[config.mk]
export PLATFORM = sky130hd
export DESIGN_NAME = ivfr_input_supervisor
export DESIGN_NICKNAME = d
export VERILOG_FILES = /design/src/ivfr_pkg.sv /design/src/ivfr_core_if.sv /design/src/ivfr_input_supervisor.sv /design/src/ivfr_vin_monitor.sv /design/src/ivfr_delay_timer.sv
export VERILOG_INCLUDE_DIRS = /design/src
export SDC_FILE = /design/constraint.sdc
export NUM_CORES = 1
export LEC_CHECK = 0
export BUFFER_PORTS_ARGS = -buffer_cell sky130_fd_sc_hd__buf_2
export CAP_MARGIN = 15
export CORE_MARGIN = 2
export CORE_UTILIZATION = 30
export DETAILED_ROUTE_END_ITERATION = 8
export MAX_ROUTING_LAYER = met4
export PLACE_DENSITY = 0.5
export SYNTH_ARGS = -nofsm -noshare
export SYNTH_HDL_FRONTEND = slang
export SYNTH_SLANG_ARGS = --single-unit
[constraint.sdc]
create_clock -name SYS_CLK_IN -period 4.25 [get_ports SYS_CLK_IN]
set_clock_uncertainty 0.2 [all_clocks]
set_input_delay 0.425 -clock SYS_CLK_IN [delete_from_list [all_inputs] [get_ports SYS_CLK_IN]]
set_output_delay 0.425 -clock SYS_CLK_IN [all_outputs]
set_load 0.02 [all_outputs]
[src/ivfr_defines.svh]
// Command codes, field positions, reset values and timing figures of the input-voltage supervisor
`ifndef IVFR_DEFINES_SVH
`define IVFR_DEFINES_SVH

`define IVFR_CMD_HI_WARN 8'h57
`define IVFR_CMD_LO_WARN 8'h58
`define IVFR_CMD_LO_FAULT 8'h59
`define IVFR_CMD_REACTION 8'h5A
`define IVFR_CMD_STAT_BYTE 8'h78
`define IVFR_CMD_STAT_WORD 8'h79

`define IVFR_MODE_MSB 7
`define IVFR_MODE_LSB 6
`define IVFR_RETRY_MSB 5
`define IVFR_RETRY_LSB 3
`define IVFR_DELAY_MSB 2
`define IVFR_DELAY_LSB 0

`define IVFR_RETRY_NONE 3'h0
`define IVFR_RETRY_FOREVER 3'h7

`define IVFR_SB_OFF 6
`define IVFR_SB_LO_FAULT 3
`define IVFR_SB_OTHER 0
`define IVFR_SW_INPUT 13

`define IVFR_RST_THR 16'h0000
`define IVFR_RST_REACTION 8'h00

`define IVFR_CH_HI_WARN 0
`define IVFR_CH_LO_WARN 1
`define IVFR_CH_LO_FAULT 2
`define IVFR_NUM_CH 3

`define IVFR_CLK_MHZ 100
`define IVFR_CONT_UNIT_US 10000
`define IVFR_RETRY_UNIT_US 8200
`define IVFR_PRE_W 20

`endif

[src/ivfr_pkg.sv]
// Types shared by the input-voltage supervisor modules
package ivfr_pkg;

  typedef enum logic [2:0] {
    ST_OFF_CMD = 3'h0,
    ST_RUN = 3'h1,
    ST_CONT = 3'h2,
    ST_RETRY_WAIT = 3'h3,
    ST_HOLD = 3'h4,
    ST_LATCH = 3'h5
  } ivfr_state_t;

  typedef enum logic [1:0] {
    MODE_IGNORE = 2'h0,
    MODE_CONTINUE = 2'h1,
    MODE_DISABLE_RETRY = 2'h2,
    MODE_DISABLE_CLEAR = 2'h3
  } ivfr_mode_t;

endpackage : ivfr_pkg

[src/ivfr_core_if.sv]
// Signals between the sequencer, the threshold monitor and the delay timer
`timescale 1ns/1ps
`default_nettype none
`include "ivfr_defines.svh"

interface ivfr_core_if;
  logic [15:0] vin;
  logic [`IVFR_NUM_CH-1:0][15:0] thr;
  logic [`IVFR_NUM_CH-1:0] hit;
  logic tmr_start;
  logic tmr_retry;
  logic [2:0] tmr_units;
  logic tmr_done;

  modport core (output vin, output thr, input hit,
                output tmr_start, output tmr_retry, output tmr_units, input tmr_done);
  modport mon (input vin, input thr, output hit);
  modport tmr (input tmr_start, input tmr_retry, input tmr_units, output tmr_done);
endinterface : ivfr_core_if

`default_nettype wire

[src/ivfr_input_supervisor.sv]
// Input-voltage threshold registers, status reporting and undervoltage fault sequencer
`timescale 1ns/1ps
`default_nettype none
`include "ivfr_defines.svh"

// Overview of operation
// - Command 0x57 is a read/write 16-bit high input warning threshold.
// - Command 0x58 is a read/write 16-bit low input warning threshold.
// - Command 0x59 is a read/write 16-bit low input fault threshold.
// - Command 0x5A byte: mode in 7:6, retry count 5:3, delay 2:0.
// - Any low input fault pulls the alert line low and sets status.
// - Mode 00 keeps the output running through the fault.
// - Mode 01 runs for the delay, then applies retry setting if fault remains.
// - Mode 10 disables the output at once, then applies retry setting.
// - Mode 11 holds output off while fault persists, re-enables when gone.
// - Retry code 000: no restart, output stays off until fault cleared.
// - Retry codes 001 to 110 restart one to six times, then stay off.
// - Retry code 111 restarts forever until commanded off or another fault.
// - Continue delay is the delay field times ten milliseconds.
// - Restart attempts start the delay field times 8.2 ms apart.
// - Status byte bit 3 reports the latched low input fault.
// - Status word bit 13 shows any input fault or warning present.
module ivfr_input_supervisor
  import ivfr_pkg::*;
#(
  parameter int unsigned CONT_UNIT_CYC = `IVFR_CONT_UNIT_US * `IVFR_CLK_MHZ,
  parameter int unsigned RETRY_UNIT_CYC = `IVFR_RETRY_UNIT_US * `IVFR_CLK_MHZ
) (
  // Clock and reset
  input wire logic SYS_CLK_IN,
  input wire logic RST_IN,
  // Command port
  input wire logic CMD_WR_IN,
  input wire logic CMD_RD_IN,
  input wire logic [7:0] CMD_CODE_IN,
  input wire logic [15:0] CMD_WDATA_IN,
  output logic [15:0] CMD_RDATA_OUT,
  output logic CMD_RVALID_OUT,
  output logic CMD_ERR_OUT,
  // Power stage control and measurement
  input wire logic [15:0] VIN_VALUE_IN,
  input wire logic OUTPUT_ON_IN,
  input wire logic OTHER_FAULT_OFF_IN,
  input wire logic CLEAR_FAULTS_IN,
  output logic OUTPUT_ENABLE_OUT,
  // Open-drain alert line
  output logic ALERT_LINE_N_OUT,
  output logic ALERT_LINE_N_OE_N_OUT
);

  ivfr_core_if core_if ();

  logic [15:0] hi_warn_thr_r;
  logic [15:0] lo_warn_thr_r;
  logic [15:0] lo_fault_thr_r;
  logic [7:0] reaction_r;

  ivfr_state_t state_r;
  logic out_en_r;
  logic [2:0] tries_r;
  logic tmr_start_r;
  logic tmr_retry_r;

  logic lo_fault_lat_r;
  logic warn_lat_r;
  logic alert_n_r;

  logic [15:0] rdata_r;
  logic rvalid_r;
  logic err_r;

  ivfr_mode_t mode;
  logic [2:0] retry_set;
  logic [2:0] delay_units;
  logic lo_fault;
  logic any_warn;
  logic [7:0] stat_byte;
  logic [15:0] stat_word;
  logic code_known;
  logic code_writable;
  logic [2:0] tries_inc;
  logic retries_spent;
  logic tmr_fresh_done;

  // Field split of the reaction byte
  assign mode = ivfr_mode_t'(reaction_r[`IVFR_MODE_MSB:`IVFR_MODE_LSB]);
  assign retry_set = reaction_r[`IVFR_RETRY_MSB:`IVFR_RETRY_LSB];
  assign delay_units = reaction_r[`IVFR_DELAY_MSB:`IVFR_DELAY_LSB];

  // Monitor and timer wiring
  assign core_if.vin = VIN_VALUE_IN;
  assign core_if.thr[`IVFR_CH_HI_WARN] = hi_warn_thr_r;
  assign core_if.thr[`IVFR_CH_LO_WARN] = lo_warn_thr_r;
  assign core_if.thr[`IVFR_CH_LO_FAULT] = lo_fault_thr_r;
  assign core_if.tmr_start = tmr_start_r;
  assign core_if.tmr_retry = tmr_retry_r;
  assign core_if.tmr_units = delay_units;

  assign lo_fault = core_if.hit[`IVFR_CH_LO_FAULT];
  assign any_warn = core_if.hit[`IVFR_CH_HI_WARN] | core_if.hit[`IVFR_CH_LO_WARN];

  ivfr_vin_monitor u_monitor (
    .clk(SYS_CLK_IN),
    .rst(RST_IN),
    .mon(core_if.mon)
  );

  ivfr_delay_timer #(
    .CONT_CYC(CONT_UNIT_CYC),
    .RETRY_CYC(RETRY_UNIT_CYC)
  ) u_timer (
    .clk(SYS_CLK_IN),
    .rst(RST_IN),
    .tmr(core_if.tmr)
  );

  // Status views
  always_comb begin
    stat_byte = 8'h00;
    stat_byte[`IVFR_SB_OFF] = ~out_en_r;
    stat_byte[`IVFR_SB_LO_FAULT] = lo_fault_lat_r;
    stat_byte[`IVFR_SB_OTHER] = warn_lat_r;
    stat_word = {8'h00, stat_byte};
    // Live and latched both count, so a cleared-but-present fault still shows
    stat_word[`IVFR_SW_INPUT] = lo_fault_lat_r | warn_lat_r | lo_fault | any_warn;
  end

  always_comb begin
    code_writable = (CMD_CODE_IN == `IVFR_CMD_HI_WARN) || (CMD_CODE_IN == `IVFR_CMD_LO_WARN) ||
                    (CMD_CODE_IN == `IVFR_CMD_LO_FAULT) || (CMD_CODE_IN == `IVFR_CMD_REACTION);
    code_known = code_writable || (CMD_CODE_IN == `IVFR_CMD_STAT_BYTE) ||
                 (CMD_CODE_IN == `IVFR_CMD_STAT_WORD);
  end

  // Threshold and reaction writes
  always_ff @(posedge SYS_CLK_IN or posedge RST_IN) begin
    if (RST_IN) begin
      hi_warn_thr_r <= `IVFR_RST_THR;
      lo_warn_thr_r <= `IVFR_RST_THR;
      lo_fault_thr_r <= `IVFR_RST_THR;
      reaction_r <= `IVFR_RST_REACTION;
    end else if (CMD_WR_IN) begin
      unique case (CMD_CODE_IN)
        `IVFR_CMD_HI_WARN: hi_warn_thr_r <= CMD_WDATA_IN;
        `IVFR_CMD_LO_WARN: lo_warn_thr_r <= CMD_WDATA_IN;
        `IVFR_CMD_LO_FAULT: lo_fault_thr_r <= CMD_WDATA_IN;
        `IVFR_CMD_REACTION: reaction_r <= CMD_WDATA_IN[7:0];
        default: begin
        end
      endcase
    end
  end

  // Read-back, one cycle after the request
  always_ff @(posedge SYS_CLK_IN or posedge RST_IN) begin
    if (RST_IN) begin
      rdata_r <= 16'h0000;
      rvalid_r <= 1'b0;
    end else begin
      rvalid_r <= CMD_RD_IN;
      if (CMD_RD_IN) begin
        unique case (CMD_CODE_IN)
          `IVFR_CMD_HI_WARN: rdata_r <= hi_warn_thr_r;
          `IVFR_CMD_LO_WARN: rdata_r <= lo_warn_thr_r;
          `IVFR_CMD_LO_FAULT: rdata_r <= lo_fault_thr_r;
          `IVFR_CMD_REACTION: rdata_r <= {8'h00, reaction_r};
          `IVFR_CMD_STAT_BYTE: rdata_r <= {8'h00, stat_byte};
          `IVFR_CMD_STAT_WORD: rdata_r <= stat_word;
          default: rdata_r <= 16'h0000;
        endcase
      end
    end
  end

  // Unknown codes and writes to status codes are flagged, never stored
  always_ff @(posedge SYS_CLK_IN or posedge RST_IN) begin
    if (RST_IN) begin
      err_r <= 1'b0;
    end else begin
      err_r <= (CMD_WR_IN && !code_writable) || (CMD_RD_IN && !code_known);
    end
  end

  // Latched fault and warning flags; a new event beats a clear
  always_ff @(posedge SYS_CLK_IN or posedge RST_IN) begin
    if (RST_IN) begin
      lo_fault_lat_r <= 1'b0;
      warn_lat_r <= 1'b0;
    end else begin
      if (lo_fault) begin
        lo_fault_lat_r <= 1'b1;
      end else if (CLEAR_FAULTS_IN) begin
        lo_fault_lat_r <= 1'b0;
      end
      if (any_warn) begin
        warn_lat_r <= 1'b1;
      end else if (CLEAR_FAULTS_IN) begin
        warn_lat_r <= 1'b0;
      end
    end
  end

  // Alert pulls low in every mode while any flag stands
  // Kept as the active-low level so both pins come straight from this flop
  always_ff @(posedge SYS_CLK_IN or posedge RST_IN) begin
    if (RST_IN) begin
      alert_n_r <= 1'b1;
    end else begin
      alert_n_r <= ~(lo_fault_lat_r | warn_lat_r | lo_fault | any_warn);
    end
  end

  // Attempt count is cleared on every way into the retry path
  assign tries_inc = tries_r + 3'h1;
  // Forever setting never runs out of attempts
  assign retries_spent = (retry_set != `IVFR_RETRY_FOREVER) && (tries_inc >= retry_set);

  // A done left over from an abandoned count can meet a fresh start;
  // it is ignored while that start is still on its way to the timer
  assign tmr_fresh_done = core_if.tmr_done && !tmr_start_r;

  // Fault response sequencer
  always_ff @(posedge SYS_CLK_IN or posedge RST_IN) begin
    if (RST_IN) begin
      state_r <= ST_OFF_CMD;
      out_en_r <= 1'b0;
      tries_r <= 3'h0;
      tmr_start_r <= 1'b0;
      tmr_retry_r <= 1'b0;
    end else begin
      tmr_start_r <= 1'b0;
      if (!OUTPUT_ON_IN || OTHER_FAULT_OFF_IN) begin
        state_r <= ST_OFF_CMD;
        out_en_r <= 1'b0;
        tries_r <= 3'h0;
      end else begin
        unique case (state_r)
          ST_OFF_CMD: begin
            // A timer still counting from before is harmless; every arm reloads it
            state_r <= ST_RUN;
            out_en_r <= 1'b1;
          end
          ST_RUN: begin
            if (lo_fault) begin
              unique case (mode)
                MODE_IGNORE: begin
                  state_r <= ST_RUN;
                end
                MODE_CONTINUE: begin
                  state_r <= ST_CONT;
                  tmr_start_r <= 1'b1;
                  tmr_retry_r <= 1'b0;
                end
                MODE_DISABLE_RETRY: begin
                  out_en_r <= 1'b0;
                  tries_r <= 3'h0;
                  if (retry_set == `IVFR_RETRY_NONE) begin
                    state_r <= ST_LATCH;
                  end else begin
                    state_r <= ST_RETRY_WAIT;
                    tmr_start_r <= 1'b1;
                    tmr_retry_r <= 1'b1;
                  end
                end
                MODE_DISABLE_CLEAR: begin
                  state_r <= ST_HOLD;
                  out_en_r <= 1'b0;
                end
              endcase
            end
          end
          ST_CONT: begin
            // Output keeps running for the whole delay; only the end decides
            if (tmr_fresh_done) begin
              if (!lo_fault) begin
                state_r <= ST_RUN;
              end else begin
                out_en_r <= 1'b0;
                tries_r <= 3'h0;
                if (retry_set == `IVFR_RETRY_NONE) begin
                  state_r <= ST_LATCH;
                end else begin
                  state_r <= ST_RETRY_WAIT;
                  tmr_start_r <= 1'b1;
                  tmr_retry_r <= 1'b1;
                end
              end
            end
          end
          ST_RETRY_WAIT: begin
            // Each expiry is one attempt; it fails at once if the fault remains
            if (tmr_fresh_done) begin
              if (!lo_fault) begin
                state_r <= ST_RUN;
                out_en_r <= 1'b1;
                tries_r <= 3'h0;
              end else if (retries_spent) begin
                state_r <= ST_LATCH;
                tries_r <= tries_inc;
              end else begin
                tries_r <= tries_inc;
                tmr_start_r <= 1'b1;
                tmr_retry_r <= 1'b1;
              end
            end
          end
          ST_HOLD: begin
            if (!lo_fault) begin
              state_r <= ST_RUN;
              out_en_r <= 1'b1;
            end
          end
          ST_LATCH: begin
            if (CLEAR_FAULTS_IN && !lo_fault) begin
              state_r <= ST_RUN;
              out_en_r <= 1'b1;
              tries_r <= 3'h0;
            end
          end
          default: begin
            state_r <= ST_OFF_CMD;
            out_en_r <= 1'b0;
            tries_r <= 3'h0;
          end
        endcase
      end
    end
  end

  assign CMD_RDATA_OUT = rdata_r;
  assign CMD_RVALID_OUT = rvalid_r;
  assign CMD_ERR_OUT = err_r;
  assign OUTPUT_ENABLE_OUT = out_en_r;
  // Open drain: the pin only ever pulls low, so value and enable share one flop
  assign ALERT_LINE_N_OUT = alert_n_r;
  assign ALERT_LINE_N_OE_N_OUT = alert_n_r;

endmodule : ivfr_input_supervisor

`default_nettype wire

[src/ivfr_vin_monitor.sv]
// Registered comparison of the measured input voltage against the three thresholds
`timescale 1ns/1ps
`default_nettype none
`include "ivfr_defines.svh"

module ivfr_vin_monitor
  import ivfr_pkg::*;
(
  input wire logic clk,
  input wire logic rst,
  ivfr_core_if.mon mon
);

  genvar i;
  generate
    for (i = 0; i < `IVFR_NUM_CH; i++) begin : g_ch
      // Unsigned compare; both sides share one linear encoding
      always_ff @(posedge clk or posedge rst) begin
        if (rst) begin
          mon.hit[i] <= 1'b0;
        end else if (i == `IVFR_CH_HI_WARN) begin
          mon.hit[i] <= (mon.vin > mon.thr[i]);
        end else begin
          mon.hit[i] <= (mon.vin < mon.thr[i]);
        end
      end
    end
  endgenerate

endmodule : ivfr_vin_monitor

`default_nettype wire

[src/ivfr_delay_timer.sv]
// Counts a number of delay units of either the continue or the retry length
`timescale 1ns/1ps
`default_nettype none
`include "ivfr_defines.svh"

module ivfr_delay_timer
  import ivfr_pkg::*;
#(
  parameter int unsigned CONT_CYC = `IVFR_CONT_UNIT_US * `IVFR_CLK_MHZ,
  parameter int unsigned RETRY_CYC = `IVFR_RETRY_UNIT_US * `IVFR_CLK_MHZ
) (
  input wire logic clk,
  input wire logic rst,
  ivfr_core_if.tmr tmr
);

  localparam logic [`IVFR_PRE_W-1:0] CONT_LAST = `IVFR_PRE_W'(CONT_CYC - 1);
  localparam logic [`IVFR_PRE_W-1:0] RETRY_LAST = `IVFR_PRE_W'(RETRY_CYC - 1);

  logic [`IVFR_PRE_W-1:0] pre_r;
  logic [2:0] units_left_r;
  logic busy_r;
  logic retry_sel_r;
  logic unit_end;

  assign unit_end = (pre_r == (retry_sel_r ? RETRY_LAST : CONT_LAST));

  // A new start reloads the count, so the sequencer can rearm at will
  always_ff @(posedge clk or posedge rst) begin
    if (rst) begin
      pre_r <= '0;
      units_left_r <= 3'h0;
      busy_r <= 1'b0;
      retry_sel_r <= 1'b0;
      tmr.tmr_done <= 1'b0;
    end else begin
      tmr.tmr_done <= 1'b0;
      if (tmr.tmr_start) begin
        pre_r <= '0;
        units_left_r <= tmr.tmr_units;
        retry_sel_r <= tmr.tmr_retry;
        busy_r <= 1'b1;
      end else if (busy_r) begin
        if (units_left_r == 3'h0) begin
          busy_r <= 1'b0;
          tmr.tmr_done <= 1'b1;
        end else if (unit_end) begin
          pre_r <= '0;
          units_left_r <= units_left_r - 3'h1;
        end else begin
          pre_r <= pre_r + `IVFR_PRE_W'(1);
        end
      end
    end
  end

endmodule : ivfr_delay_timer

`default_nettype wire

# Word-level counts from Yosys, hierarchy flattened
# Cells that the tools add are included.
[totals] regBits=115 latchBits=0 ram_bits=0 romBits=0 input_bits=47 output_inout_bits=21 word_cells=177 n_memories=0
[classes] n_addsub=3 multipliers=0 div_mod_pow=0 magnitude_cmp=4 n_eq_ne=34 n_shift=0 n_mux=68 n_bitwise=7 n_reduce_logical=38
[ops] cell="$pmux W16 S6" n=1
[ops] cell="$mux W20" n=4
[ops] cell="$mux W3" n=22
[ops] cell="$eq A8 B7 Y1 const B" n=6
[ops] cell="$lt A16 B16 Y1" n=2
[ops] cell="$mux W1" n=32
[ops] cell="$ne A3 B3 Y1 const B" n=7
[ops] cell="$add A20 B1 Y20 const B" n=1
[ops] cell="$eq A20 B20 Y1" n=1
[ops] cell="$mux W18" n=1
[ops] cell="$pmux W3 S6" n=1
[ops] cell="$gt A16 B16 Y1" n=1
[ops] cell="$pmux W3 S5" n=1
[ops] cell="$pmux W3 S4" n=1
[ops] cell="$reduce_and A6 Y1" n=2
[ops] cell="$reduce_and A2 Y1" n=5
[ops] cell="$logic_not A3 Y1" n=3
[ops] cell="$ne A3 B2 Y1 const B" n=3
[ops] cell="$reduce_and A9 Y1" n=1
[ops] cell="$ne A2 B1 Y1 const B" n=4
[ops] cell="$ne A2 B2 Y1 const B" n=4
[ops] cell="$reduce_bool A2 Y1" n=4
[ops] cell="$logic_or A1 B1 Y1" n=7
[ops] cell="$reduce_and A7 Y1" n=1
[ops] cell="20 further kinds" n=39

# Longest topological paths before layout
# Gate-level depths: netlist (run 1).
[depth] word_depth=9 depth_mapped=9 mapped_depth_nobuf=8

# Cells and area by module
# A second synthesis (run 1) with hierarchy kept.
[hier_totals] hier_cells=674 hier_area_um2=6969.2
[modules_own_cells] module="ivfr_input_supervisor" instances=1 cells_per_inst=363 area_per_inst_um2=4262.8 seq_area_each_um2=2153.3
[modules_own_cells] module="ivfr_delay_timer" instances=1 cells_per_inst=148 area_per_inst_um2=1453.9 seq_area_each_um2=650.6
[modules_own_cells] module="ivfr_vin_monitor" instances=1 cells_per_inst=163 area_per_inst_um2=1252.5 seq_area_each_um2=75.1

# Worst setup path after synthesis (run 1)
# OpenSTA, ideal clock, no wires.
[synth_path] path_kind="register to register" from="register tries_r[0]" to="register tmr_retry_r, in the netlist core_if.tmr_retry" setup_time_ns=0.125 arrival_time_ns=1.985 t_required_ns=3.925 slack_ns=1.941 path_stages_with_launch=9 path_buffers=0 synth_period_minus_slack_ns=2.309 path_cell_list="dfrtp_1 > ha_1 > xor2_1 > ha_1 > a21oi_1 > o21ai_0 > a311oi_1 > o211ai_1 > mux2_2"
[synth_via] elab_chain_len=5
[synth_lines] item="start, declared" line="ivfr_input_supervisor.sv:60" rtl="logic [2:0] tries_r;"
[synth_lines] item="start signal, assigned" line="ivfr_input_supervisor.sv:299" rtl="tries_r <= tries_inc;"
[synth_lines] item="start signal, assigned" line="ivfr_input_supervisor.sv:301" rtl="tries_r <= tries_inc;"
[synth_lines] item="$add A3 B1 Y3" line="ivfr_input_supervisor.sv:214" rtl="assign tries_inc = tries_r + 3'h1;"
[synth_lines] item="$ge A3 B3 Y1" line="ivfr_input_supervisor.sv:216" rtl="assign retries_spent = (retry_set != `IVFR_RETRY_FOREVER) && (tries_inc >= retry_set);"
[synth_lines] item="$logic_and A1 B1 Y1" line="ivfr_input_supervisor.sv:216"
[synth_lines] item="$ne A2 B2 Y1 (no line)"
[synth_lines] item="$reduce_and A9 Y1 (no line)"
[synth_lines] item="end signal, assigned" line="ivfr_input_supervisor.sv:229" rtl="tmr_retry_r <= 1'b0;"
[synth_lines] item="end signal, assigned" line="ivfr_input_supervisor.sv:252" rtl="tmr_retry_r <= 1'b0;"
[synth_lines] item="end signal, assigned" line="ivfr_input_supervisor.sv:262" rtl="tmr_retry_r <= 1'b1;"
[synth_lines] item="end, declared" line="ivfr_input_supervisor.sv:62" rtl="logic tmr_retry_r;"
# Every way passes these cells.
# A chain may end at the register's enable or synchronous reset.

# Final worst setup path (run 1)
[layout_path] from="input port CMD_CODE_IN[1]" to="register lo_warn_thr_r[7]"
[layout_via] elab_chain_len=2
[layout_lines] item="start, declared" line="ivfr_input_supervisor.sv:35" rtl="input wire logic [7:0] CMD_CODE_IN,"
[layout_lines] item="$eq A8 B7 Y1" line="ivfr_input_supervisor.sv:143" rtl="unique case (CMD_CODE_IN)"
[layout_lines] item="$reduce_and A2 Y1 (no line)"
[layout_lines] item="end signal, assigned" line="ivfr_input_supervisor.sv:139" rtl="lo_warn_thr_r <= `IVFR_RST_THR;"
[layout_lines] item="end, declared" line="ivfr_input_supervisor.sv:54" rtl="logic [15:0] lo_warn_thr_r;"
# Every way passes these cells.

==> results of run 1 <==
sequential cells by signal, indices dropped and copies added (netlist names), 3 cells and up:
name / cells
CMD_RDATA_OUT: 16
hi_warn_thr_r: 16
lo_fault_thr_r: 16
lo_warn_thr_r: 16
reaction_r: 8
state_r: 3
tries_r: 3
u_monitor.mon.hit: 3
u_timer.pre_r: 20
u_timer.units_left_r: 3
worst paths after layout:
check | endpoint | slack [ns]
setup / recovery | lo_warn_thr_r[7]$_DFFE_PP0P_ | 1.48
max in group asynchronous | ALERT_LINE_N_OE_N_OUT$_DFF_PP1_ | 3.01
setup reg to reg | core_if.tmr_retry$_DFFE_PP0P_ | 1.72
hold / removal | u_timer.pre_r[15]$_DFFE_PP0P_ | -0.06
hold reg to reg | ALERT_LINE_N_OE_N_OUT$_DFF_PP1_ | 0.26
min in group SYS_CLK_IN | lo_fault_thr_r[9]$_DFFE_PP0P_ | 0.07
critical path, cell delays in order:
cell and delay, ns:
buf_2 0.20, nor3b_2 0.21, buf_4 0.30, nor2b_1 0.51, and2_1 0.79, mux2_2 0.42
final cells by class:
| cell class | count | area (µm²) |
|---|---|---|
| clock buffer | 18 | 439.2 |
| clock inverter | 14 | 176.4 |
| fill | 2299 | 14540 |
| inverter | 78 | 295.3 |
| multi-input combinational | 474 | 3586 |
| sequential | 115 | 2879 |
| tap | 285 | 356.6 |
| timing repair buffer | 72 | 372.9 |
where the power goes:
part	switching [mW]	internal (mW)
Sequential	0.0343	1.13
Combinational	0.149	0.101
Clock	0.570	0.944
cell families after synthesis:
family | synth area share
flops | 0.4172
compound gates | 0.1438
xor+xnor | 0.01904
fa+ha+maj | 0.1033
buf+inv | 0.06327
mux | 0.1042
simple gates | 0.1492
synth_stat cells (3+ instances only):
cell        n
dfrtp_1   114
inv_1      77
mux2_2     63
ha_1       57
nand2_1    52
a21oi_1    41
o21ai_0    27
clkbuf_1   22
nor3_1     22
nand3_1    21
nor2_1     18
a22o_1     17
o22ai_1    14
a22oi_1    12
xnor2_1    12
nor4_1     11
nor2b_1     9
nand2b_1    8
nand4_1     8
buf_2       6
a21o_1      5
and2_1      5
and3_1      5
a221oi_1    4
o32ai_1     4
a211oi_1    3
a31oi_1     3
nor3b_1     3
o211ai_1    3
or4_1       3
xor2_1      3
per-stage QoR:
step | std cells | util | area [µm²] | setup WS [ns] | total power [mW]
after global placement | 1024 | 0.3308 | 7490 | 1.153 | 1.430
after detailed placement | 1024 | 0.3308 | 7490 | 1.078 | 1.433
final | 1056 | 0.3580 | 8105 | 1.480 | 2.925
after CTS | 1056 | 0.3580 | 8105 | 1.513 | 2.957
after global routing | 1056 | 0.3580 | 8105 | 1.328 | 3.041
after floorplan | 699 | - | 6902 | 0.5826 | 1.330
layer usage:
layer	share of wire	wire, µm
met5	0	0
met4	0.0095	172
met3	0.028	512
met2	0.48	8669
met1	0.48	8738
==> reports/metrics.yaml, run 1 <==
status: "finished with violations"
violations: "negative hold slack"
max_clock_freq_mhz: 361.0
setup.worst_path.start: "CMD_CODE_IN[1]"
n_antenna_cell: 0
holdBufCountCts: 0
dieArea_um2: 24230
final_common_cell: "dfrtp_1"
rsz0062_at_grt: "false"
peakVddDrop_uv: 227.9
die_w_um: 155.7
area_growth_pct: 17.44
crit_fanout: 23
clkTransAtPathRegs_ns: 0.06
cts_buffers: 17
ys_warn_count: 0
synthArstFlopShare: 1.000
layout.nets: 862
portBuffers: 67
route.detailed.drc: 0
fin_crit_sh: 0.6517
holdWs_ns: -0.05515
start_kind: "primary input"
endpoint_kind: "register"
drt_iter0_drc: 251
grt_overflow: 0
clockRootBuffer: "clkbuf_16"
cts_sinks: 115
reg2regPathDepth: 8
antenna_found_initial: 0
cp_data_arrival_time_ns: 2.87
p_per_area_nw_per_um2: 360.8
layout_min_cycle_time_ns: 2.770
cts_setup_buffers: 0
grt_pass1_vias: 5320
routed_via_density: 5.040
grtUsageMet2: 0.2556
synthesis.area_um2: 6902
setup_viol: 0
avgSynthCellArea_um2: 9.874
cts-resized-gates: 0
clock_latency_ns: 0.42
r2r-start: "tries_r[0]$_DFFE_PP0P_"
criticalPathCategory: "in -> reg"
post_synth_inst_count: 699
use_met3: 0.03306
power_leakage_nw: 3.597
grtUsageTotal: 0.1608
crit_required_ns: 4.35
wire_per_inst_um: 17.13
ys_types: 65
layout_common_cells: "dfrtp_1 (114), inv_1 (76), buf_2 (67)"
synth-edff-count: 0
synth_area_leaders: "dfrtp_1 (41%), ha_1 (10%), mux2_2 (10%)"
grt_max_degree: 63
num_io_pins: 68
max_cap_violations: 0
cts_tree: "built"
num_vias: 5322
synth.top_cell.area_share: 0.4133
antenna_left: 0
hp-class: "in -> async"
syn_nets: 803
slew_viol_final: 0
rows: 55
post-synth-top-area-cell: "dfrtp_1"
routabilityCongestion: 0.8549
ys.flop_type: "dfrtp_1"
cts_max_level: 4
clk_path_buf_depth: 2
die_h_um: 155.7
max_slew_margin: 0.4200
hold_viol_final: 31
setup-tns-final_ns: 0
totalWireLength_um: 18090
firstDrtPassIters: 7
dp_hpwl_um: 13340
use_met1: 0.2092
core_area_um2: 22640
worst_pin_slew_ns: 0.8699
final_layout_size_suffix_gt1_frac: 0.2309
start_util: 0.3048
synth_seq_area_share: 0.4172
grt_pass1_wl_um: 29280
grt-busiest-layer: "met2"
ys_ff_latch: 115
Note: power is estimated with default switching activity, not from simulation.
==> inputs of run 2 (changes only) <==
PLACE_DENSITY = 0.52   (was 0.5)
clock period = 2.3 ns   (was 4.25 ns; I/O delays follow)
==> run 2 against run 1 <==
Against the previous run: the flow finishes with violations (negative setup slack); core utilization is 2.1 points higher; sequential cell count stayed put; worst setup slack worse by 1.5 ns; via count is 4.2% higher; worst hold slack better by 0.099 ns; clock power is 61% higher; first-iteration DRC count is 6.8% higher; critical path type is now reg -> reg; total power is 74% higher; die area stayed put; final area is 5.9% higher; critical path depth is 2 higher; sequential share of layout area is 2.0 points lower.
==> reports/metrics.yaml, run 2 (synthesized netlist as in run 1, its figures left out) <==
crit_family: "compound AO/OA/AOI/OAI gates"
power_mw: 5.089  # +74%
drt_iter0_drc: 268  # +6.8%
cts_sinks: 115  # unchanged
layout_common_cells: "dfrtp_1 (114), inv_1 (76), buf_2 (67)"
firstDrtPassIters: 5  # -2
max_stage_delay_ns: 0.38  # -0.41 ns
hold_viol_final: 0  # -100%
p_comb_frac: 0.104  # +0.019
clkPwrFrac: 0.477  # -0.041
final_common_cell: "dfrtp_1"
routed_via_density: 4.993  # -0.93%
num_vias: 5547  # +4.2%
totalWireLength_um: 18320  # +1.2%
start_kind: "register"
peakVddDrop_uv: 416.8  # +83%
final_layout_size_suffix_gt1_frac: 0.2642  # +0.03337
cts_tree: "built"
clockRootBuffer: "clkbuf_16"
p_int_mw: 3.728  # +72%
grt_pass1_vias: 5526  # +3.9%
core_area_um2: 22640  # unchanged
max_cap_violations: 0  # unchanged
die_w_um: 155.7  # unchanged
antenna_found_initial: 1  # +1
layout_min_cycle_time_ns: 2.339
clk_path_buf_depth: 2  # unchanged
dp.cells: 1058  # +3.3%
rows: 55  # unchanged
die_h_um: 155.7  # unchanged
clkTransAtPathRegs_ns: 0.06  # about the same
grt_overflow: 0  # unchanged
dieArea_um2: 24230  # unchanged
status: "finished with violations"
setup_viol: 1  # +1
routabilityCongestion: 0.8928  # +4.4%
worst_pin_slew_ns: 0.7908  # -0.07913 ns
max_clock_freq_mhz: 427.6
path_cells: "ha_2, xor2_1, ha_1, a21oi_2, o21ai_2, a311oi_2, o211ai_1, mux2_2"
grtUsageTotal: 0.1622  # +0.001412
wire_per_inst_um: 16.49  # -3.8%
layout.nets: 916  # +6.3%
hp-class: "in -> reg"
largest_register: "u_timer.pre_r"
violations: "negative setup slack"
dp_hpwl_um: 13710  # +2.8%
cts_buffers: 17  # unchanged
max_slew_margin: 0.4705  # +0.05044
grt_pass1_wl_um: 29800  # +1.8%
cts_max_level: 4  # unchanged
crit_fanout: 2  # -91%
largest_register_ffs: 20  # unchanged
antenna_left: 0  # unchanged
fin_ws_ns: -0.03869  # -1.519 ns
fin_crit_sh: 1.017
p_per_area_nw_per_um2: 592.9  # +64%
power_leakage_nw: 3.846  # +6.9%
endpoint_kind: "register"
slew_viol_final: 0  # unchanged
num_io_pins: 68  # unchanged
p_sw_mw: 1.361  # +81%
power_frac_seq: 0.419  # +0.022
portBuffers: 67  # unchanged
grt_max_degree: 36  # -43%
cp_data_arrival_time_ns: 2.44  # -0.43 ns
crit_buf_inv: 0  # -2
rsz0062_at_grt: "true"
cp_slowest_cell: "dfrtp_1"
switching_share: 0.2675  # +0.009865
area_growth_pct: 24.35
criticalPathCategory: "reg -> reg"
start_util: 0.3048  # unchanged
route.detailed.drc: 0  # unchanged
crit_required_ns: 2.40  # -1.95 ns
final_cells: 1111  # +5.2%
clock_latency_ns: 0.42  # about the same
==> run 2: cell count changes in the layout (fill, tap and decap cells not counted), moves of 2 or more <==
| cell | change |
|---|---|
| buf_12 | +5 |
| buf_4 | +29 |
| bufinv_16 | -3 |
| clkinv_2 | +2 |
| clkinv_4 | +2 |
| dlygate4sd3_1 | +20 |
| inv_6 | -2 |
==> run 2: worst register-to-register path: cells and delay by family, from the launching register on <==
kind	cells	cell delay (ns)
fa+ha+maj	2	0.50
mux	1	0.29
compound gates	4	0.70
xor+xnor	1	0.16
flops	1	0.38
==> run 2: timing repair <==
item                                    4_1_cts  5_1_grt
hold endpoints to repair                     96        0
endpoints found under the setup margin        5        8
resized for setup                             3        5
buffers inserted                              0        0
hold buffers                                 20        0
pin swaps                                     0        2
==> run 2: area by class of cell <==
| cell class | instances | area [µm²] |
|---|---|---|
| antenna | 1 | 2.502 |
| multi-input combinational | 474 | 3610 |
| clock buffer | 18 | 439.2 |
| timing repair buffer | 126 | 890.9 |
| fill | 2271 | 14060 |
| clock inverter | 14 | 107.6 |
| tap | 285 | 356.6 |
| sequential | 115 | 2879 |
| inverter | 78 | 296.5 |
==> run 2: metrics by stage <==
step | worst slack (ns) | setup TNS (ns) | instance area, µm² | utilization | hold slack (ns)
finish | -0.03869 | -0.03869 | 8582 | 0.3791 | 0.04428
global route | -0.1143 | -0.1902 | 8582 | 0.3791 | 0.05356
CTS | -0.02944 | -0.02944 | 8562 | 0.3782 | 0.01005
detailed placement | -0.1346 | -0.2319 | 7809 | 0.3449 | 0.09338
global placement | -0.08781 | -0.1248 | 7809 | 0.3449 | 0.09546
floorplan | 0.03231 | 0 | 6905 | - | 0.06143
==> run 2: final timing paths <==
check | endpoint | slack, ns | cells past startpoint | start
worst max register to register | core_if.tmr_retry$_DFFE_PP0P_ | -0.04 | 8 | tries_r[0]$_DFFE_PP0P_
min in group asynchronous | lo_warn_thr_r[5]$_DFFE_PP0P_ | 0.19 | 3 | RST_IN
worst min-delay path | CMD_RDATA_OUT[13]$_DFFE_PP0P_ | 0.04 | 3 | CMD_CODE_IN[5]
max in group asynchronous | ALERT_LINE_N_OE_N_OUT$_DFF_PP1_ | 1.14 | 4 | RST_IN
worst max-delay path | core_if.tmr_retry$_DFFE_PP0P_ | -0.04 | 8 | tries_r[0]$_DFFE_PP0P_
worst min register to register | tries_r[2]$_DFFE_PP0P_ | 0.30 | 1 | tries_r[2]$_DFFE_PP0P_
==> run 2: power by group through the flow <==
stage	sequential (mW)	combinational (mW)	clock, mW
after floorplan	2.16	0.303	0
after CTS	2.13	0.533	2.50
after detailed placement	2.17	0.501	0
after global routing	2.14	0.603	2.59
final	2.13	0.528	2.43
after global placement	2.17	0.499	0
==> run 2: layer usage <==
metal | global-route usage | up-vias | wire (µm)
li1 | - | 2751 | -
met1 | 0.2124 | 2682 | 8855
met2 | 0.2562 | 100 | 8653
met3 | 0.03583 | 14 | 569
met4 | 0.04019 | 0 | 238
met5 | - | - | 0
==> inputs of run 3 (changes only) <==
GPL_TIMING_DRIVEN = 0   (was not set)
==> run 3 against run 2 <==
Against the previous run: the flow still finishes with violations (negative setup slack); global-route usage increased by 0.50 points; via count increased by 1.1%; critical path depth unchanged; combinational power about the same; clock-buffer cell count increased by 2; register-to-register slack improved by 0.03 ns; clock power increased by 16%; cell count increased by 0.36%; critical path type unchanged; critical endpoint unchanged; largest cell class unchanged; largest power group unchanged; highest routed layer unchanged.
==> reports/metrics.yaml, run 3 (synthesized netlist as in run 1, its figures left out) <==
status: "finished with violations"
violations: "negative setup slack"
p_per_area_nw_per_um2: 636.6  # +7.4%
largest_register_ffs: 20  # unchanged
layout_common_cells: "dfrtp_1 (111), inv_1 (75), buf_2 (72)"
fin_ws_ns: -0.01092  # +0.02777 ns
hold_viol_final: 0  # unchanged
grt_max_degree: 41  # +14%
num_io_pins: 68  # unchanged
largest_register: "u_timer.pre_r"
cp_data_arrival_time_ns: 2.41  # -0.03 ns
final_layout_size_suffix_gt1_frac: 0.2521  # -0.01213
die_h_um: 155.7  # unchanged
rsz0062_at_grt: "true"
routed_via_density: 5.030  # +0.74%
endpoint_kind: "register"
max_clock_freq_mhz: 432.7  # +1.2%
clk_path_buf_depth: 2  # unchanged
crit_fanout: 3  # +1
path_cells: "ha_2, xor2_1, ha_1, a21oi_2, o21ai_2, a311oi_2, o211ai_1, mux2_2"
dieArea_um2: 24230  # unchanged
p_comb_frac: 0.096  # -0.008
design_area_um2: 8633  # +0.60%
area_growth_pct: 25.09
grt_pass1_wl_um: 30350  # +1.8%
regArea_um2: 2883  # +0.13%
power_frac_seq: 0.388  # -0.031
portBuffers: 66  # -1.5%
cp_slowest_cell: "dfrtp_1"
core_area_um2: 22640  # unchanged
peakVddDrop_uv: 410.2  # -1.6%
clkTransAtPathRegs_ns: 0.06  # about the same
placed_area_um2: 7652  # -2.0%
cts_tree: "built"
power_mw: 5.496  # +8.0%
start_util: 0.3048  # unchanged
cts_sinks: 115  # unchanged
switching_share: 0.2500  # -0.01746
totalWireLength_um: 18770  # +2.5%
whs_path_depth: 4  # +1
setup_viol: 2  # +1
route.detailed.drc: 0  # unchanged
p_int_mw: 4.122  # +11%
final_cells: 1115  # +0.36%
hp-class: "in -> reg"
crit_family: "compound AO/OA/AOI/OAI gates"
layout_min_cycle_time_ns: 2.311  # -0.02777 ns
slew_viol_final: 0  # unchanged
fill_cells: 2222  # -2.2%
firstDrtPassIters: 4  # -1
grt_overflow: 0  # unchanged
antenna_found_initial: 1  # unchanged
crit_buf_inv: 0  # unchanged
reg2regPathDepth: 8  # unchanged
rows: 55  # unchanged
grtUsageTotal: 0.1672  # +0.005044
dp.cells: 1053  # -0.47%
worst_pin_slew_ns: 0.6993  # -0.09151 ns
final_common_cell: "dfrtp_1"
clock_latency_ns: 0.42  # about the same
crit_required_ns: 2.40  # about the same
multi_input_area_um2: 3646  # +1.0%
wire_per_inst_um: 16.83  # +2.1%
fin_crit_sh: 1.005  # -0.01207
layout.nets: 920  # +0.44%
power_leakage_nw: 3.829  # -0.46%
clockRootBuffer: "clkbuf_16"
grt_pass1_vias: 5577  # +0.92%
routabilityCongestion: 0.8475  # -5.1%
clkPwrFrac: 0.515  # +0.038
cts_max_level: 4  # unchanged
max_cap_violations: 0  # unchanged
die_w_um: 155.7  # unchanged
path_depth: 8  # unchanged
start_kind: "register"
num_vias: 5608  # +1.1%
cts_buffers: 17  # unchanged
criticalPathCategory: "reg -> reg"
dp_hpwl_um: 14020  # +2.2%
antenna_left: 0  # unchanged
max_stage_delay_ns: 0.38  # about the same
holdWs_ns: 0.01355  # -0.03073 ns
drt_iter0_drc: 301  # +12%
max_slew_margin: 0.5338  # +0.06332
p_sw_mw: 1.374  # +0.95%
==> run 3: final timing paths <==
check                                  startpoint                               to  slack (ns)
max reg2reg                tries_r[0]$_DFFE_PP0P_    core_if.tmr_retry$_DFFE_PP0P_       -0.01
max in group asynchronous                  RST_IN         CMD_RVALID_OUT$_DFF_PP0_        0.91
min                            OTHER_FAULT_OFF_IN           tries_r[0]$_DFFE_PP0P_        0.01
min reg2reg                warn_lat_r$_DFFE_PP0P_  ALERT_LINE_N_OE_N_OUT$_DFF_PP1_        0.26
min in group asynchronous                  RST_IN     lo_warn_thr_r[5]$_DFFE_PP0P_        0.24
max                        tries_r[0]$_DFFE_PP0P_    core_if.tmr_retry$_DFFE_PP0P_       -0.01
==> run 3: tightest hold or removal path, delay by kind of cell <==
kind                   cells  cell delay, ns
and+or+nand+nor            2            0.21
buffers and inverters      1            0.08
AOI/OAI and AO/OA          1            0.06
==> run 3: what timing repair did <==
action / 4_1_cts / 5_1_grt
hold buffers: 22 / 0
endpoints found under the setup margin: 8 / 20
pin swaps: 2 / 8
gates resized for setup: 6 / 17
buffers inserted: 2 / 7
endpoints found under the hold margin: 86 / 0
==> run 3: metrics by stage <==
step	setup slack (ns)	TNS, ns	utilization
floorplan	0.03231	0	-
global placement	-0.4592	-56.99	0.3353
detailed placement	-0.2284	-6.549	0.3380
CTS	-0.04019	-0.04437	0.3771
global route	-0.1152	-0.4548	0.3813
finish	-0.01092	-0.02034	0.3813
==> run 3: area by class of cell <==
| cell class | instances | share of cell area |
|---|---|---|
| inverters | 78 | 0.03435 |
| clock inverters | 12 | 0.01928 |
| well taps | 285 | 0.04130 |
| plain buffers | 30 | 0.01594 |
| diodes | 1 | 0.0002899 |
| clock buffers | 20 | 0.05406 |
| repair buffers | 100 | 0.07855 |
| multi-input cells | 474 | 0.4223 |
| flip-flops and latches | 115 | 0.3339 |
==> run 3: power groups by stage <==
stage	Sequential (mW)	Combinational, mW	Clock [mW]
after floorplan	2.16	0.303	0
after global placement	2.17	0.476	0
after detailed placement	2.17	0.493	0
after CTS	2.13	0.532	2.90
after global routing	2.14	0.604	2.99
final	2.13	0.529	2.83
==> run 3: per-layer routing <==
metal  track usage  vias to the layer above  routed length (µm)
li1              -                     2752                   -
met1        0.2174                     2708                8800
met4       0.05767                        0                 430
met5             -                        -                   0
met3       0.03167                       29                 746
met2        0.2623                      119                8791
